File: src/inc/adc_regs_pkg.sv
// Purpose: Shared constants for the sync, range and power-mode register slice.
// Assumes: Byte-wide registers on a 15-bit serial-port address.
// Notes:   Multi-byte registers hold their least significant byte at the base.
`default_nettype none
package adc_regs_pkg;
    // ========================================
    // Serial frame layout
    localparam int ADDR_W = 15;
    localparam int CMD_BITS = 16;
    localparam int DATA_BITS = 8;
    localparam logic [4:0] CMD_LAST = 5'h0f;
    localparam logic [4:0] DATA_LAST = 5'h07;
    // ========================================
    // Register offsets
    localparam logic [14:0] POS_ADDR0 = 15'h002c;
    localparam logic [14:0] FS_ADDR0 = 15'h0030;
    localparam logic [14:0] PMODE_ADDR = 15'h0037;
    // ========================================
    // Widths and reset values
    localparam int POS_W = 24;
    localparam int FS_BYTES = 2;
    localparam logic [23:0] POS_RESET = 24'h000000;
    localparam logic [15:0] FS_RESET = 16'ha000;
    localparam logic [7:0] PMODE_RESET = 8'h4b;
    localparam logic [7:0] UNMAPPED_DATA = 8'h00;
    // ========================================
    // Field codes
    localparam logic [15:0] FS_MIN_GOOD = 16'h2000;
    localparam logic [15:0] FS_MAX = 16'hffff;
    localparam logic [7:0] PMODE_LOW = 8'h46;
    localparam logic [7:0] PMODE_HIGH = 8'h4b;
endpackage
`default_nettype wire

File: src/inc/reg_byte_if.sv
// Purpose: Byte access path from the serial port to the register bank.
// Assumes: wr and rd are one-cycle pulses; rdata is valid the cycle after rd.
// Notes:   addr and wdata are held steady while a strobe is high.
`timescale 1ns/10ps
`default_nettype none
interface reg_byte_if;
    logic [14:0] addr;
    logic [7:0] wdata;
    logic [7:0] rdata;
    logic wr;
    logic rd;
    modport port (output addr, output wdata, output wr, output rd, input rdata);
    modport regs (input addr, input wdata, input wr, input rd, output rdata);
endinterface
`default_nettype wire

File: src/logic/serial_reg_port.sv
// Purpose: Serial control port slave turning frames into byte register accesses.
// Assumes: sclk idles low, at most clk/4; sdi sampled on sclk rise, sdo moves on fall.
// Notes:   Frame is R/W bit, 15-bit address, then data bytes with auto-increment.
`timescale 1ns/10ps
`default_nettype none
module serial_reg_port (
    input wire logic clk,
    input wire logic rst_n,
    input wire logic sclk,
    input wire logic cs_n,
    input wire logic sdi,
    output logic sdo,
    output logic sdo_oe,
    reg_byte_if.port bus
);
    typedef enum logic [2:0] {
        ST_IDLE = 3'b001,
        ST_CMD = 3'b010,
        ST_DATA = 3'b100
    } port_state_t;

    port_state_t state_q;
    logic sclk_q;
    logic rise;
    logic fall;
    logic [4:0] cnt_q;
    logic [15:0] cmd_q;
    logic [7:0] wsh_q;
    logic [7:0] tx_q;
    logic rnw_q;
    logic load_q;
    logic [14:0] addr_q;
    logic [7:0] wdata_q;
    logic wr_q;
    logic rd_q;

    // ========================================
    // Edge detection on the sampled serial clock
    always_ff @(posedge clk or negedge rst_n) begin
        if (!rst_n) begin
            sclk_q <= 1'b0;
        end else begin
            sclk_q <= sclk;
        end
    end
    assign rise = sclk & ~sclk_q & ~cs_n;
    assign fall = ~sclk & sclk_q & ~cs_n;

    // ========================================
    // Frame sequencer; chip select high aborts any frame
    always_ff @(posedge clk or negedge rst_n) begin
        if (!rst_n) begin
            state_q <= ST_IDLE;
            cnt_q <= 5'h00;
            cmd_q <= 16'h0000;
            wsh_q <= 8'h00;
            rnw_q <= 1'b0;
        end else if (cs_n) begin
            state_q <= ST_IDLE;
            cnt_q <= 5'h00;
        end else begin
            case (state_q)
                ST_IDLE: begin
                    state_q <= ST_CMD;
                    cnt_q <= 5'h00;
                end
                ST_CMD: begin
                    if (rise) begin
                        cmd_q <= {cmd_q[14:0], sdi};
                        cnt_q <= (cnt_q == adc_regs_pkg::CMD_LAST) ? 5'h00 : cnt_q + 5'h01;
                        if (cnt_q == adc_regs_pkg::CMD_LAST) begin
                            state_q <= ST_DATA;
                            rnw_q <= cmd_q[14];
                        end
                    end
                end
                ST_DATA: begin
                    if (rise) begin
                        wsh_q <= {wsh_q[6:0], sdi};
                        cnt_q <= (cnt_q == adc_regs_pkg::DATA_LAST) ? 5'h00 : cnt_q + 5'h01;
                    end
                end
                default: begin
                    state_q <= ST_IDLE;
                end
            endcase
        end
    end

    // ========================================
    // Access strobes, address and auto-increment
    always_ff @(posedge clk or negedge rst_n) begin
        if (!rst_n) begin
            addr_q <= 15'h0000;
            wdata_q <= 8'h00;
            wr_q <= 1'b0;
            rd_q <= 1'b0;
        end else begin
            wr_q <= 1'b0;
            rd_q <= 1'b0;
            if (wr_q) begin
                addr_q <= addr_q + 15'h0001; // Step only after the write landed
            end
            if (!cs_n && rise && state_q == ST_CMD && cnt_q == adc_regs_pkg::CMD_LAST) begin
                addr_q <= {cmd_q[13:0], sdi};
                rd_q <= cmd_q[14];
            end
            if (!cs_n && rise && state_q == ST_DATA && cnt_q == adc_regs_pkg::DATA_LAST) begin
                if (rnw_q) begin
                    addr_q <= addr_q + 15'h0001; // Prefetch next byte of a burst
                    rd_q <= 1'b1;
                end else begin
                    wdata_q <= {wsh_q[6:0], sdi};
                    wr_q <= 1'b1;
                end
            end
        end
    end

    // ========================================
    // Read shifter: fresh byte on the fall after a read, else shift
    always_ff @(posedge clk or negedge rst_n) begin
        if (!rst_n) begin
            tx_q <= 8'h00;
            load_q <= 1'b0;
        end else begin
            if (rd_q) begin
                load_q <= 1'b1;
            end else if (fall && load_q) begin
                load_q <= 1'b0;
            end
            if (fall && load_q) begin
                tx_q <= bus.rdata;
            end else if (fall && state_q == ST_DATA) begin
                tx_q <= {tx_q[6:0], 1'b0};
            end
        end
    end

    assign sdo = tx_q[7];
    assign sdo_oe = ~cs_n & rnw_q & (state_q == ST_DATA);
    assign bus.addr = addr_q;
    assign bus.wdata = wdata_q;
    assign bus.wr = wr_q;
    assign bus.rd = rd_q;
endmodule
`default_nettype wire

File: src/logic/adc_sync_range_power_regs.sv
// Purpose: Edge-position status, shared full-scale setting and power-mode code.
// Assumes: Accessed over the serial control port; capture inputs synchronous to clk.
// Notes:   Byte registers; unmapped addresses read zero and ignore writes.
// Operation
// RQ1: Read-only 24-bit status shows SYSREF edge position relative to sampling clock.
// RQ2: Edge-position status resets to zero and ignores writes.
// RQ3: Host picks the SYSREF delay select from the read-back position.
// RQ4: One 16-bit full-scale setting drives the range of all channels together.
// RQ5: Full-scale setting resets to 0xA000, an 800 mVPP range.
// RQ6: Host should keep full-scale at or above 0x2000, 500 mVPP.
// RQ7: Codes below 0x2000 are stored anyway, flagged as degraded performance.
// RQ8: Full-scale code 0xFFFF selects the largest range, 1000 mVPP.
// RQ9: First power-mode code register is eight bits, read-write, reset 0x4B.
// RQ10: Code 0x46 is low power, 0x4B high performance, others reserved.
// RQ11: Host writes all four power-mode registers together, then calibrates.
// RQ12: Host clears calibration and serial link enables before changing the code.
// RQ13: Fine-step option shrinks the delay steps seen in the position status.
// RQ14: Reading the position status returns it and never alters it.
`timescale 1ns/10ps
`default_nettype none
module adc_sync_range_power_regs #(
    parameter int POS_W = adc_regs_pkg::POS_W
) (
    input wire logic clk,
    input wire logic rst_n,
    input wire logic spi_sclk,
    input wire logic spi_cs_n,
    input wire logic spi_sdi,
    output logic spi_sdo,
    output logic spi_sdo_oe,
    input wire logic capture_valid,
    input wire logic [POS_W-1:0] capture_position,
    input wire logic sysref_fine_step,
    output logic fine_step_active,
    output logic [15:0] full_scale_setting,
    output logic range_degraded,
    output logic range_at_max,
    output logic [7:0] power_mode_code_first,
    output logic low_power_mode,
    output logic high_perf_mode,
    output logic power_code_reserved
);
    localparam int POS_BYTES = POS_W / 8;

    // ========================================
    // Parameter check
    if (POS_W % 8 != 0 || POS_W < 8 || POS_W > 32) begin : g_bad_width
        $error("position width must be 8 to 32 in whole bytes");
    end

    reg_byte_if bus ();
    logic [POS_W-1:0] pos_q;
    logic [7:0] fs_byte_q [adc_regs_pkg::FS_BYTES];
    logic [15:0] fs_q;
    logic [7:0] pm_q;
    logic fine_q;
    logic [7:0] rdata_q;
    logic [7:0] rdata_d;
    logic [4:0] pos_idx;
    logic after_rst_q;

    // Address window decode, used by the read mux and the status write check
    function automatic logic in_window(input logic [14:0] a, input logic [14:0] base,
                                       input int n);
        in_window = (a >= base) && (a < base + 15'(n));
    endfunction

    serial_reg_port u_port (
        .clk(clk),
        .rst_n(rst_n),
        .sclk(spi_sclk),
        .cs_n(spi_cs_n),
        .sdi(spi_sdi),
        .sdo(spi_sdo),
        .sdo_oe(spi_sdo_oe),
        .bus(bus)
    );

    // ========================================
    // Edge-position status: loaded only by the detector
    always_ff @(posedge clk or negedge rst_n) begin
        if (!rst_n) begin
            pos_q <= POS_W'(adc_regs_pkg::POS_RESET); // [RQ2]
        end else if (capture_valid) begin
            pos_q <= capture_position; // [RQ1] [RQ14]
        end
    end

    property p_pos_capture;
        @(posedge clk) disable iff (!rst_n)
        capture_valid |=> pos_q == $past(capture_position);
    endproperty
    a_pos_capture: assert property (p_pos_capture) // [RQ1]
        else $error("position not captured");

    property p_pos_ignores_write;
        @(posedge clk) disable iff (!rst_n)
        bus.wr && in_window(bus.addr, adc_regs_pkg::POS_ADDR0, POS_BYTES) && !capture_valid
        |=> $stable(pos_q);
    endproperty
    a_pos_ignores_write: assert property (p_pos_ignores_write) // [RQ2]
        else $error("status was written");

    property p_read_keeps_pos;
        @(posedge clk) disable iff (!rst_n)
        bus.rd && !capture_valid ##1 !capture_valid |=> pos_q == $past(pos_q, 2);
    endproperty
    a_read_keeps_pos: assert property (p_read_keeps_pos) // [RQ14]
        else $error("read altered status");

    // Fine-step option to the delay chain; registered to keep it glitch free
    always_ff @(posedge clk or negedge rst_n) begin
        if (!rst_n) begin
            fine_q <= 1'b0;
        end else begin
            fine_q <= sysref_fine_step; // [RQ13]
        end
    end
    assign fine_step_active = fine_q;

    property p_fine_step;
        @(posedge clk) disable iff (!rst_n)
        $rose(sysref_fine_step) |=> fine_step_active ##1 (fine_step_active == $past(sysref_fine_step));
    endproperty
    a_fine_step: assert property (p_fine_step) // [RQ13]
        else $error("fine step not applied");

    // ========================================
    // Full-scale setting, one byte register per byte of the 16-bit code
    for (genvar b = 0; b < adc_regs_pkg::FS_BYTES; b++) begin : g_fs
        always_ff @(posedge clk or negedge rst_n) begin
            if (!rst_n) begin
                fs_byte_q[b] <= adc_regs_pkg::FS_RESET[8*b +: 8]; // [RQ5]
            end else if (bus.wr && bus.addr == adc_regs_pkg::FS_ADDR0 + 15'(b)) begin
                fs_byte_q[b] <= bus.wdata; // [RQ7]
            end
        end
    end
    assign fs_q = {fs_byte_q[1], fs_byte_q[0]};
    // Bytes apply as written, so a two-byte update passes one mixed code
    assign full_scale_setting = fs_q; // [RQ4]
    assign range_degraded = fs_q < adc_regs_pkg::FS_MIN_GOOD; // [RQ7]
    assign range_at_max = fs_q == adc_regs_pkg::FS_MAX; // [RQ8]

    property p_reset_values;
        @(posedge clk) disable iff (!rst_n)
        !after_rst_q |-> full_scale_setting == 16'ha000 && pos_q == '0;
    endproperty
    a_reset_values: assert property (p_reset_values) // [RQ5]
        else $error("bad reset value");

    property p_fs_low_stored;
        @(posedge clk) disable iff (!rst_n)
        bus.wr && bus.addr == 15'h0031 && bus.wdata < 8'h20
        |=> range_degraded && full_scale_setting[15:8] == $past(bus.wdata);
    endproperty
    a_fs_low_stored: assert property (p_fs_low_stored) // [RQ7] [RQ4]
        else $error("low code lost");

    property p_fs_max;
        @(posedge clk) disable iff (!rst_n)
        bus.wr && bus.addr == 15'h0031 && bus.wdata == 8'hff && fs_q[7:0] == 8'hff
        |=> range_at_max && !range_degraded;
    endproperty
    a_fs_max: assert property (p_fs_max) // [RQ8]
        else $error("max range not seen");

    // ========================================
    // Power-mode code; reserved codes are kept but flagged
    always_ff @(posedge clk or negedge rst_n) begin
        if (!rst_n) begin
            pm_q <= adc_regs_pkg::PMODE_RESET; // [RQ9]
        end else if (bus.wr && bus.addr == adc_regs_pkg::PMODE_ADDR) begin
            pm_q <= bus.wdata; // [RQ9]
        end
    end
    assign power_mode_code_first = pm_q;
    assign low_power_mode = pm_q == adc_regs_pkg::PMODE_LOW; // [RQ10]
    assign high_perf_mode = pm_q == adc_regs_pkg::PMODE_HIGH; // [RQ10]
    assign power_code_reserved = ~low_power_mode & ~high_perf_mode; // [RQ10]

    property p_pm_reset;
        @(posedge clk) disable iff (!rst_n)
        !after_rst_q |-> power_mode_code_first == 8'h4b && high_perf_mode;
    endproperty
    a_pm_reset: assert property (p_pm_reset) // [RQ9]
        else $error("power mode reset wrong");

    property p_pm_low;
        @(posedge clk) disable iff (!rst_n)
        bus.wr && bus.addr == 15'h0037 && bus.wdata == 8'h46
        |=> low_power_mode && !high_perf_mode && !power_code_reserved;
    endproperty
    a_pm_low: assert property (p_pm_low) // [RQ10]
        else $error("low power decode wrong");

    // ========================================
    // Read path: byte mux, registered; reads have no side effect
    assign pos_idx = 5'(bus.addr - adc_regs_pkg::POS_ADDR0);
    always_comb begin
        rdata_d = adc_regs_pkg::UNMAPPED_DATA;
        if (in_window(bus.addr, adc_regs_pkg::POS_ADDR0, POS_BYTES)) begin
            rdata_d = 8'(pos_q >> {pos_idx, 3'b000}); // [RQ1] [RQ14]
        end else if (in_window(bus.addr, adc_regs_pkg::FS_ADDR0, adc_regs_pkg::FS_BYTES)) begin
            rdata_d = 8'(fs_q >> {bus.addr[0], 3'b000});
        end else if (bus.addr == adc_regs_pkg::PMODE_ADDR) begin
            rdata_d = pm_q;
        end
    end

    always_ff @(posedge clk or negedge rst_n) begin
        if (!rst_n) begin
            rdata_q <= 8'h00;
        end else if (bus.rd) begin
            rdata_q <= rdata_d;
        end
    end
    assign bus.rdata = rdata_q;

    property p_pm_readback;
        @(posedge clk) disable iff (!rst_n)
        bus.rd && bus.addr == 15'h0037 |=> bus.rdata == $past(pm_q);
    endproperty
    a_pm_readback: assert property (p_pm_readback) // [RQ9]
        else $error("mode readback wrong");

    // ========================================
    // Checks
    always_ff @(posedge clk or negedge rst_n) begin
        if (!rst_n) begin
            after_rst_q <= 1'b0;
        end else begin
            after_rst_q <= 1'b1;
        end
    end

endmodule
`default_nettype wire

File: config.mk
export PLATFORM = sky130hd
export DESIGN_NAME = adc_sync_range_power_regs
export DESIGN_NICKNAME = d
export VERILOG_FILES = /design/src/inc/adc_regs_pkg.sv /design/src/inc/reg_byte_if.sv /design/src/logic/serial_reg_port.sv /design/src/logic/adc_sync_range_power_regs.sv
export SDC_FILE = /design/constraint.sdc
export NUM_CORES = 1
export LEC_CHECK = 0
export BUFFER_PORTS_ARGS = -buffer_cell sky130_fd_sc_hd__buf_2
export CORE_MARGIN = 4
export CORE_UTILIZATION = 45
export CTS_CLUSTER_DIAMETER = 200
export CTS_CLUSTER_SIZE = 14
export DETAILED_ROUTE_END_ITERATION = 16
export GPL_ROUTABILITY_DRIVEN = 0
export PLACE_DENSITY = 0.68
export SLEW_MARGIN = 20
export SYNTH_ARGS = -nofsm -noshare
export SYNTH_HDL_FRONTEND = slang
export SYNTH_SLANG_ARGS = --single-unit
File: constraint.sdc
create_clock -name clk -period 3 [get_ports clk]
set_clock_uncertainty 0.1 [all_clocks]
set_input_delay 0.6 -clock clk [delete_from_list [all_inputs] [get_ports clk]]
set_output_delay 0.6 -clock clk [all_outputs]
set_load 0.02 [all_outputs]
==> summary.txt, run 1 <==
Routing
  – Routed length per placed instance: 16.4 um
  – Post-route DRC: 0
  – Ratio of routed vias to standard cells: 5.43
  – Total wire length after detailed routing: 13000 um
  – Routed via count: 4283
  – Met3 Wirelength: 469 um
  – Iter 0 DRT Violations: 249
  – Router iterations before antenna repair: 4
  – DR WL met2: 6450 um
  – Count of nets left with antenna violations after detail routing: 0
  – Top routing layer in use: met4
  – Detailed-route wire length on metal 1: 5860 um

STA
  – Setup repair after global routing missed its margin: false
  – Final-layout setup total negative slack: 0 ns
  – Number of setup violations in the final report: 0
  – Fin. Hold Viols: 0
  – Time the final worst path needs with I/O delays and setup: 2.53 ns
  – Count of pins over their slew limit: 0
  – Smallest setup slack after layout: 0.466 ns
  – Upper clock frequency limit: 395 MHz
  – Final period utilization: 84.5%
  – Worst Tran Pin Value: 0.897 ns
  – Smallest hold slack: 0.0831 ns
  – Remaining max-slew budget at the tightest pin: 39.8%

Synth
  – Synthesized-area fraction occupied by adder cells: 1.89%
  – Async set-or-reset flop fraction in the synthesized netlist: 100%
  – Post-synthesis share of cell area spent on xor and xnor gates: 1.77%
  – Compound-Gate Fraction of Synth Area: 9.71%
  – Largest family of logic cells by synthesized area: multiplexers
  – Gate count after technology mapping: 536
  – Synthesis warning total: 0
  – Number of flip-flops and latches in the synthesized netlist: 123
  – Synthesized Nets: 576
  – Share of synthesized area occupied by flip-flops and latches: 51.9%
  – Post-synthesis mux area share: 17.1%
  – Simple-gate share of the synthesized area: 14.5%
  – EDFF count, synth: 0
  – Syn_area_per_cell: 11.1 um^2
  – Main flop type after synthesis: sky130_fd_sc_hd__dfrtp_1
  – Distinct cell type count of the synthesized netlist: 58
  – Post-synthesis cell area: 5940 um^2

Worst setup path
  – Startpoint types: flip-flop
  – Data arrival time of the critical path: 2.73 ns
  – Required time worst endpoint: 3.20 ns
  – Kind of critical path: reg -> reg
  – Type of destination of the critical path: flip-flop
  – Maximum fanout along the worst path: 9

Final layout
  – Final-layout fill cell count: 1050
  – Share of the core filled with cells in the final layout: 55.4%
  – Fraction of layout instances using a drive strength above 1: 32.6%
  – Number of nets in the layout: 644
  – Synth-to-layout area growth: 19.0%
  – Count of antenna diodes in the layout: 0

Clock network
  – Largest buffer count on any clock path: 2
  – Total CTS buffers: 17
  – Sinks on Clock Net: 123
  – Post-CTS repair timing setup buffer count: 0
  – Root cell of the clock tree: sky130_fd_sc_hd__clkbuf_16
  – H-tree levels: 4
  – Clock-pin slew reported for the worst setup and hold paths after clock tree synthesis: 0.06 ns
  – Number of resized instances in the post-cts repair step: 0
  – Total of hold buffers inserted after clock tree synthesis: 0
  – Clock Latency Late Sink: 0.42 ns
  – CTS tree: done

Floorplanning
  – Std-Cell Rows: 41
  – Core region area: 12800 um^2
  – Initial core utilization: 46.5%
  – Die area: 15100 um^2
  – Number of top-level design ports: 63
  – Die span in x: 123 um
  – Die span in y: 123 um

Global route
  – GRT overflow: 0
  – Initial antenna violation count: 0
  – Global-route wire length before repair: 21800 um
  – Via count of the first global-routing pass: 4244
  – Pin count of the biggest net entering global routing: 44
  – Overall Global Routing Usage: 18.7%

Place
  – Estimated wirelength of the detail-placed design: 9390 um
  – Number of port buffers: 62
  – Pre-CTS setup slack: 0.465 ns

Hold path
  – Worst hold path type: in -> async

Power and ir drop
  – Leakage: 3.39 nW
  – Power per standard cell area: 566 nW/um^2
  – Overall power after layout: 4.00 mW
  – Worst-case vdd ir drop: 0.450 mV

Job
  – Max cap viols: 0

Run status
  – Outcome: completed
synthesized netlist by cell type, drive strengths merged, types with 8 or more instances:
master,count,area share [%]
clkbuf,16,1.0
nand3,12,1.1
dfrtp,116,49
nand4,13,1.6
a21oi,22,1.9
mux2,70,13
nor3,18,2.0
o21ai,39,3.3
inv,22,1.4
nor2b,9,0.95
ha,9,1.9
mux2i,23,3.9
nand2,45,2.8
nor2,34,2.1
a31o,8,1.2
final timing paths:
kind,startpoint,to,slack (ns),cells after the start
setup / recovery,u_port.bus.addr[7]$_DFF_PN0_,bus.rdata[5]$_DFFE_PN0P_,0.47,5
setup reg to reg,u_port.bus.addr[7]$_DFF_PN0_,bus.rdata[5]$_DFFE_PN0P_,0.47,5
max in group asynchronous,rst_n,power_mode_code_first[0]$_DFFE_PN1P_,2.01,2
hold reg to reg,u_port.tx_q[7]$_DFFE_PN0P_,u_port.tx_q[7]$_DFFE_PN0P_,0.38,2
hold / removal,rst_n,pos_q[13]$_DFFE_PN0P_,0.08,1
min in group clk,sysref_fine_step,fine_step_active$_DFF_PN0_,0.19,1
state kept, by name, summed over array words and instances, names as in the netlist, 3 cells and up:
name                   flops
bus.rdata                  8
full_scale_setting        16
pos_q                     24
power_mode_code_first      8
u_port.bus.addr           15
u_port.bus.wdata           8
u_port.cmd_q              15
u_port.cnt_q               5
u_port.state_q             3
u_port.tx_q                8
u_port.wsh_q               7
report_power, final:
group          leakage, nW  total [mW]  internal [mW]  switching (mW)
logic                 1.50       0.185         0.0868          0.0983
registers             1.60        1.76           1.72          0.0379
clock network        0.293        2.06           1.30           0.757
metrics by stage:
step           cells  instance area, um^2
2_1_floorplan    536                 5940
3_3_place_gp     757                 6470
3_5_place_dp     757                 6470
4_1_cts          789                 7070
5_1_grt          789                 7070
6_report         789                 7070
routing by layer:
| metal | vias to the layer above | track usage [%] |
|---|---|---|
| met5 | - | 0 |
| met1 | 2116 | 24.2 |
| met3 | 16 | 4.30 |
| li1 | 2068 | - |
| met2 | 83 | 30.4 |
| met4 | 0 | 7.49 |
cells by family (layout without fill, tap and decap cells):
| logic type | count (synthesis) | count (layout) |
|---|---|---|
| XOR/XNOR | 12 | 12 |
| AND/OR/NAND/NOR | 161 | 161 |
| flip-flops | 123 | 123 |
| multiplexers | 93 | 93 |
| buffers and inverters | 45 | 126 |
| adder cells (fa/ha/maj) | 9 | 9 |
| AO/OA/AOI/OAI | 93 | 93 |
area by class of cell:
cell class | instances | area, um^2 | share of cell area (%)
flip-flops and latches | 123 | 3090 | 43.6
clock buffers | 17 | 425 | 6.01
repair buffers | 72 | 413 | 5.84
clock inverters | 15 | 174 | 2.46
inverters | 22 | 82.6 | 1.17
well taps | 172 | 215 | 3.04
multi-input cells | 368 | 2680 | 37.8
worst max-delay path, cell delays in order, from the launching register on:
cell	delay, ns
sky130_fd_sc_hd__dfrtp_1	0.45
sky130_fd_sc_hd__or4_4	0.54
sky130_fd_sc_hd__nor3_2	0.47
sky130_fd_sc_hd__and2_0	0.37
sky130_fd_sc_hd__o21ai_0	0.22
sky130_fd_sc_hd__a31o_2	0.27
layout by cell type (no fill, tap or decap), types with 5 or more instances in the layout:
cell type / count
sky130_fd_sc_hd__o21ai_0: 38
sky130_fd_sc_hd__nand2b_1: 7
sky130_fd_sc_hd__clkbuf_16: 17
sky130_fd_sc_hd__buf_2: 61
sky130_fd_sc_hd__ha_1: 9
sky130_fd_sc_hd__nor2b_1: 9
sky130_fd_sc_hd__nor2_1: 34
sky130_fd_sc_hd__mux2i_1: 23
sky130_fd_sc_hd__a21oi_1: 22
sky130_fd_sc_hd__xnor2_1: 6
sky130_fd_sc_hd__buf_4: 9
sky130_fd_sc_hd__dfrtp_1: 116
sky130_fd_sc_hd__a31o_2: 8
sky130_fd_sc_hd__nand4_1: 11
sky130_fd_sc_hd__nor3_1: 15
sky130_fd_sc_hd__clkinv_2: 5
sky130_fd_sc_hd__dfstp_2: 7
sky130_fd_sc_hd__nand3_1: 11
sky130_fd_sc_hd__inv_1: 22
sky130_fd_sc_hd__mux2_2: 70
sky130_fd_sc_hd__nand2_1: 45
sky130_fd_sc_hd__xor2_1: 6
(Power assumes the default switching activity.)
==> run 2, diff against run 1 <==
PLACE_DENSITY = 0.7   (was 0.68)
clock period = 2.1 ns   (was 3 ns; I/O delays follow)
==> run 2 against run 1 <==
  * The run now ends with setup timing left
  * Critical path depth is 1 lower
  * Non-clock buffer count is 34 higher
  * Clock power increased by 47%
  * Setup slack worse by 0.54 ns
  * Hold slack worse by 0.036 ns
  * Die area is the same
  * Cell count rose by 4.3%
  * Power grew 45%
  * Global-route usage is 0.81 points higher
  * Clock-buffer cell count is 2 higher
  * First-iteration DRC count increased by 37%
  * Highest routed layer unchanged
==> summary.txt, run 2 (synthesis gave the netlist of run 1 again) <==
Run status
  – Violations in the final reports: setup timing
  – Outcome: finished, violations left

Routing
  – Router iterations before antenna repair: 4 (unchanged)
  – Total wire length after detailed routing: 13800 um (+6.7%)
  – Count of nets left with antenna violations after detail routing: 0 (unchanged)
  – Iter 0 DRT Violations: 342 (+37%)
  – Routed length per placed instance: 16.8 um (+2.3%)
  – Post-route DRC: 0 (unchanged)
  – Ratio of routed vias to standard cells: 5.43 (+0.12%)
  – Routed via count: 4473 (+4.4%)

Final layout
  – Share of the core filled with cells in the final layout: 59.5% (+4.2 points)
  – Final instance area: 7600 um^2 (+7.5%)
  – Fraction of layout instances using a drive strength above 1: 39.8% (+7.2 points)
  – Final-layout fill cell count: 1042 (-0.76%)
  – Max FFs per register: 24 (unchanged)
  – Area taken by flip-flops and latches: 3090 um^2 (about the same)
  – Most common cell after layout, fill and taps aside: sky130_fd_sc_hd__dfrtp_1
  – Highest-count cells in the layout ignoring fill and taps: 114 x sky130_fd_sc_hd__dfrtp_1, 61 x sky130_fd_sc_hd__mux2_2, 57 x sky130_fd_sc_hd__buf_2, 45 x sky130_fd_sc_hd__nand2_1, 40 x sky130_fd_sc_hd__buf_4
  – Biggest register: pos_q
  – Count of antenna diodes in the layout: 0 (unchanged)
  – Synth-to-layout area growth: 28.0%
  – Area of combinational cells with multiple inputs: 2860 um^2 (+6.6%)
  – Number of nets in the layout: 678 (+5.3%)

STA
  – Remaining max-slew budget at the tightest pin: 61.7% (+22 points)
  – Count of pins over their slew limit: 0 (unchanged)
  – Setup repair after global routing missed its margin: true
  – Upper clock frequency limit: 460 MHz
  – Fin. Hold Viols: 0 (unchanged)
  – Worst Tran Pin Value: 0.574 ns (-0.323 ns)
  – Smallest setup slack after layout: -0.0762 ns (-0.542 ns)
  – Final period utilization: 104%
  – Time the final worst path needs with I/O delays and setup: 2.18 ns
  – Number of setup violations in the final report: 4 (+4)
  – Final-layout setup total negative slack: -0.229 ns (-0.229 ns)

Hold path
  – Critical hold path startpoint: spi_sclk
  – Worst hold path type: in -> reg
  – Worst-case hold path end point: u_port.sclk_q$_DFF_PN0_
  – Number of cells traversed by the worst hold path: 1

Power and ir drop
  – Power per standard cell area: 764 nW/um^2 (+35%)
  – Worst-case vdd ir drop: 0.563 mV (+25%)
  – Leakage: 3.61 nW (+6.5%)
  – Overall power after layout: 5.81 mW (+45%)

Clock network
  – Clock-pin slew reported for the worst setup and hold paths after clock tree synthesis: 0.06 ns (about the same)
  – Clock Latency Late Sink: 0.41 ns (about the same)
  – Sinks on Clock Net: 123 (unchanged)
  – CTS tree: done
  – Total CTS buffers: 17 (unchanged)
  – H-tree levels: 4 (unchanged)
  – Largest buffer count on any clock path: 2 (unchanged)
  – Root cell of the clock tree: sky130_fd_sc_hd__clkbuf_16

Place
  – Placed standard-cell area: 6780 um^2 (+4.8%)
  – Pre-CTS setup slack: -0.121 ns (-0.586 ns)
  – Estimated wirelength of the detail-placed design: 9980 um (+6.3%)
  – Number of port buffers: 62 (unchanged)

Global route
  – Overall Global Routing Usage: 19.5% (+0.81 points)
  – GRT overflow: 0 (unchanged)
  – Pin count of the biggest net entering global routing: 44 (unchanged)
  – Via count of the first global-routing pass: 4630 (+9.1%)
  – Initial antenna violation count: 0 (unchanged)
  – Global-route wire length before repair: 22900 um (+4.9%)

Floorplanning
  – Std-Cell Rows: 41 (unchanged)
  – Die span in x: 123 um (unchanged)
  – Number of top-level design ports: 63 (unchanged)
  – Initial core utilization: 46.5% (unchanged)
  – Core region area: 12800 um^2 (unchanged)
  – Die span in y: 123 um (unchanged)
  – Die area: 15100 um^2 (unchanged)

Worst setup path
  – Kind of critical path: reg -> out
  – Data arrival time of the critical path: 1.66 ns (-1.07 ns)
  – Kind of cell adding the most delay to the critical path: flip-flops
  – Terminus of the critical flop-to-flop path: full_scale_setting[5]$_DFFE_PN0P_
  – Worst Reg-to-Reg Cells: 6 (+1)
  – CP peak stage delay: 0.57 ns (+0.03 ns)
  – Worst Path Buf+Inv: 2 (+2)
  – Worst-case register-to-register setup slack: 0 ns (-0.47 ns)
  – Critical path's slowest cell: sky130_fd_sc_hd__dfstp_2
  – Maximum fanout along the worst path: 4 (-5)
  – Startpoint types: flip-flop
  – Required time worst endpoint: 1.58 ns (-1.62 ns)
  – Critical-path cell list: inv_1 -> nor4_2 -> nor2_1 -> buf_4
  – Beginning of the worst register-to-register path: u_port.bus.addr[10]$_DFF_PN0_
  – Type of destination of the critical path: primary output

Job
  – Max cap viols: 0 (unchanged)
[run 2: worst register-to-register path, cell delays in order (launching register included)]
cell and delay (ns):
sky130_fd_sc_hd__dfrtp_1 0.38, sky130_fd_sc_hd__or4_4 0.56, sky130_fd_sc_hd__nor4_4 0.18, sky130_fd_sc_hd__nand3_2 0.12
sky130_fd_sc_hd__nor3_4 0.17, sky130_fd_sc_hd__buf_12 0.16, sky130_fd_sc_hd__mux2_4 0.31
[run 2: cell type report]
type	count	share of cell area [%]
Tap cell	172	2.83
Sequential cell	123	40.6
Clock buffer	19	5.96
Multi-Input combinational cell	368	37.5
Timing Repair Buffer	106	9.69
Inverter	22	1.18
Clock inverter	13	2.17
[run 2: how the worst max path moves through the flow]
stage                                          from  depth (start not counted)                                 to
2_1_floorplan         u_port.bus.addr[10]$_DFF_PN0_                          5  full_scale_setting[0]$_DFFE_PN0P_
3_3_place_gp          u_port.bus.addr[10]$_DFF_PN0_                          6           bus.rdata[1]$_DFFE_PN0P_
3_5_place_dp          u_port.bus.addr[10]$_DFF_PN0_                          6           bus.rdata[2]$_DFFE_PN0P_
4_1_cts               u_port.state_q[1]$_DFFE_PN0P_                          3                         spi_sdo_oe
5_1_grt        power_mode_code_first[5]$_DFFE_PN0P_                          5                power_code_reserved
6_report       power_mode_code_first[3]$_DFFE_PN1P_                          4                power_code_reserved
[run 2: metal layers]
metal / track usage (%) / share of wire, % / up-vias
li1: - / - / 2119
met2: 32.3 / 51 / 107
met1: 24.6 / 43 / 2229
met3: 4.76 / 4.8 / 18
met5: 0 / 0 / -
met4: 7.77 / 1.5 / 0
[run 2: stage by stage]
stage | hold WS [ns] | std cells
floorplan | 0.0244 | 536
global placement | 0.342 | 784
detailed placement | 0.348 | 784
CTS | 0.0251 | 821
global route | 0.0435 | 823
finish | 0.0472 | 823
[run 2: report_power, final]
group,internal [mW],switching (mW)
clock,1.93,1.08
sequential,2.46,0.0551
combinational,0.133,0.152
total,4.52,1.29
[run 2: timing repair]
item                       4_1_cts  5_1_grt
setup buffers                    3        2
hold buffers                     2        0
pin swaps                        1        3
gates cloned                     0        0
hold endpoints to repair        34        0
resized for setup               20       25
setup endpoints to repair       36       47
==> run 3, diff against run 2 <==
BUFFER_PORTS_ARGS = default   (was -buffer_cell sky130_fd_sc_hd__buf_2)
DONT_BUFFER_PORTS = 1   (was default)
PLACE_DENSITY = 0.66   (was 0.7)
==> run 3 against run 2 <==
  * The flow finishes with violations (hold timing, setup timing)
  * Setup slack got worse by 0.055 ns
  * Power fell by 1.7%
  * Clock power is essentially flat
  * Critical path type unchanged
==> summary.txt, run 3 (synthesis gave the netlist of run 1 again) <==
Clock network
  – CTS tree: done
  – H-tree levels: 4 (unchanged)
  – Largest buffer count on any clock path: 2 (unchanged)
  – Total of hold buffers inserted after clock tree synthesis: 4 (+2)
  – Clock-pin slew reported for the worst setup and hold paths after clock tree synthesis: 0.05 ns (about the same)
  – Sinks on Clock Net: 123 (unchanged)
  – Total CTS buffers: 17 (unchanged)
  – Root cell of the clock tree: sky130_fd_sc_hd__clkbuf_16
  – Clock Latency Late Sink: 0.42 ns (about the same)

Place
  – Estimated wirelength of the detail-placed design: 9650 um (-3.4%)
  – Number of port buffers: 0 (-100%)
  – Pre-CTS setup slack: -0.169 ns (-0.0479 ns)

Global route
  – Pin count of the biggest net entering global routing: 124 (+180%)
  – Global-route wire length before repair: 22800 um (-0.15%)
  – Overall Global Routing Usage: 19.7% (+0.17 points)
  – Initial antenna violation count: 0 (unchanged)
  – Via count of the first global-routing pass: 4372 (-5.6%)
  – GRT overflow: 0 (unchanged)

Final layout
  – Biggest register: pos_q
  – Fraction of layout instances using a drive strength above 1: 35.2% (-4.6 points)
  – Max FFs per register: 24 (unchanged)
  – Most common cell after layout, fill and taps aside: sky130_fd_sc_hd__dfrtp_1
  – Synth-to-layout area growth: 22.7%
  – Count of antenna diodes in the layout: 0 (unchanged)
  – Number of nets in the layout: 616 (-9.1%)
  – Highest-count cells in the layout ignoring fill and taps: 112 x sky130_fd_sc_hd__dfrtp_1, 62 x sky130_fd_sc_hd__mux2_2, 44 x sky130_fd_sc_hd__nand2_1, 35 x sky130_fd_sc_hd__buf_4, 29 x sky130_fd_sc_hd__nor2_1

Floorplanning
  – Die span in x: 123 um (unchanged)
  – Core region area: 12800 um^2 (unchanged)
  – Die area: 15100 um^2 (unchanged)
  – Number of top-level design ports: 63 (unchanged)
  – Std-Cell Rows: 41 (unchanged)
  – Die span in y: 123 um (unchanged)
  – Initial core utilization: 46.5% (unchanged)

Routing
  – Count of nets left with antenna violations after detail routing: 0 (unchanged)
  – Met3 Wirelength: 614 um (-7.8%)
  – Routed length per placed instance: 18.5 um (+10%)
  – Post-route DRC: 0 (unchanged)
  – Total wire length after detailed routing: 14000 um (+1.6%)
  – DR WL met2: 7100 um (+0.95%)
  – Detailed-route wire length on metal 1: 6000 um (+1.5%)
  – Ratio of routed vias to standard cells: 5.64 (+3.7%)
  – Top routing layer in use: met4
  – Iter 0 DRT Violations: 313 (-8.5%)
  – Routed via count: 4274 (-4.4%)
  – Router iterations before antenna repair: 4 (unchanged)

Worst setup path
  – Maximum fanout along the worst path: 4 (unchanged)
  – Kind of critical path: reg -> out
  – Required time worst endpoint: 1.58 ns (about the same)
  – Type of destination of the critical path: primary output
  – Startpoint types: flip-flop
  – Data arrival time of the critical path: 1.71 ns (+0.05 ns)

Power and ir drop
  – Cell-internal power: 4.59 mW (+1.5%)
  – Power per standard cell area: 784 nW/um^2 (+2.6%)
  – Sequential cell fraction of total power: 43.9% (+0.7 points)
  – Worst-case vdd ir drop: 0.589 mV (+4.7%)
  – Fraction of power consumed by combinational cells: 3.5% (-1.4 points)
  – Overall power after layout: 5.71 mW (-1.7%)
  – Switch Pwr: 1.13 mW (-13%)
  – Portion of total power attributed to the clock network: 52.6% (+0.7 points)
  – Switching power as a share of total power: 19.7% (-2.5 points)
  – Leakage: 3.31 nW (-8.4%)

STA
  – Time the final worst path needs with I/O delays and setup: 2.23 ns (+0.0550 ns)
  – Smallest hold slack: -0.400 ns (-0.447 ns)
  – Worst Tran Pin Value: 0.546 ns (-0.0282 ns)
  – Fin. Hold Viols: 123 (+123)
  – Remaining max-slew budget at the tightest pin: 63.5% (+1.8 points)
  – Final period utilization: 106% (+2.6 points)
  – Count of pins over their slew limit: 0 (unchanged)
  – Number of setup violations in the final report: 20 (+16)
  – Smallest setup slack after layout: -0.131 ns (-0.0550 ns)
  – Setup repair after global routing missed its margin: true
  – Upper clock frequency limit: 448 MHz (-2.5%)

Hold path
  – Worst hold path type: in -> async

Job
  – Max cap viols: 0 (unchanged)

Run status
  – Outcome: finished, violations left
  – Violations in the final reports: hold timing, setup timing
==> run 3: cell types whose count changed in the layout (fill, tap and decap cells not counted), moves of 3 or more <==
| cell | delta |
|---|---|
| sky130_fd_sc_hd__clkinvlp_4 | -4 |
| sky130_fd_sc_hd__nor2_1 | -3 |
| sky130_fd_sc_hd__buf_4 | -5 |
| sky130_fd_sc_hd__buf_12 | -4 |
| sky130_fd_sc_hd__nor2_2 | +3 |
| sky130_fd_sc_hd__buf_2 | -57 |
==> run 3: stage by stage <==
step	setup TNS, ns	hold WS, ns	area (um^2)	instances	util (%)
finish	-0.784	-0.400	7290	758	57.1
global route	-3.67	-0.416	7290	758	57.1
CTS	-1.06	-0.414	7140	754	55.9
detailed placement	-4.00	0.0294	6400	719	50.1
global placement	-2.38	0.0288	6400	719	50.1
floorplan	-1.72	0.0244	6020	536	-
==> run 3: power by group through the flow <==
stage	logic (mW)	clock network [mW]	registers, mW
final	0.200	3.01	2.51
after floorplan	0.161	0	2.53
after global placement	0.171	0	2.55
after CTS	0.185	3.06	2.51
after global routing	0.229	3.17	2.52
after detailed placement	0.178	0	2.55
==> run 3: worst paths after layout <==
| kind | from | end | slack [ns] | depth (start not counted) |
|---|---|---|---|---|
| worst max-delay path | power_mode_code_first[1]$_DFFE_PN1P_ | low_power_mode | -0.13 | 4 |
| worst min-delay path | rst_n | pos_q[20]$_DFFE_PN0P_ | -0.40 | 0 |
| worst max register to register | u_port.bus.addr[10]$_DFF_PN0_ | full_scale_setting[4]$_DFFE_PN0P_ | -0.03 | 6 |
| worst min register to register | bus.rdata[0]$_DFFE_PN0P_ | u_port.tx_q[0]$_DFFE_PN0P_ | 0.39 | 1 |
| max in group asynchronous | rst_n | power_mode_code_first[6]$_DFFE_PN1P_ | 2.06 | 0 |
| min in group clk | spi_cs_n | u_port.state_q[0]$_DFFE_PN1P_ | 0.02 | 1 |
==> run 3: timing repair <==
action,CTS,global route
setup endpoints to repair,37,56
gates resized for setup,24,37
setup buffers,2,4
hold endpoints to repair,129,123
pin swaps,3,10
==> run 3: critical path, stage by stage, from the launching register on <==
cell	delay (ns)
sky130_fd_sc_hd__dfstp_2	0.63
sky130_fd_sc_hd__nand4_1	0.11
sky130_fd_sc_hd__buf_4	0.17
sky130_fd_sc_hd__nor4_4	0.20
sky130_fd_sc_hd__buf_4	0.20
==> run 3: final cells by class <==
type                    count  area, um^2
fillers                  1045        5480
flip-flops and latches    123        3090
multi-input cells         368        2910
clock buffers              21         460
repair buffers             44         377
well taps                 172         215
clock inverters             8         144
inverters                  22        90.1
==> run 3: routing by layer <==
| metal | up-vias | global-route usage [%] |
|---|---|---|
| met4 | 0 | 8.26 |
| met1 | 2138 | 25.1 |
| met5 | - | 0 |
| met2 | 103 | 31.9 |
| met3 | 32 | 4.94 |
| li1 | 2001 | - |
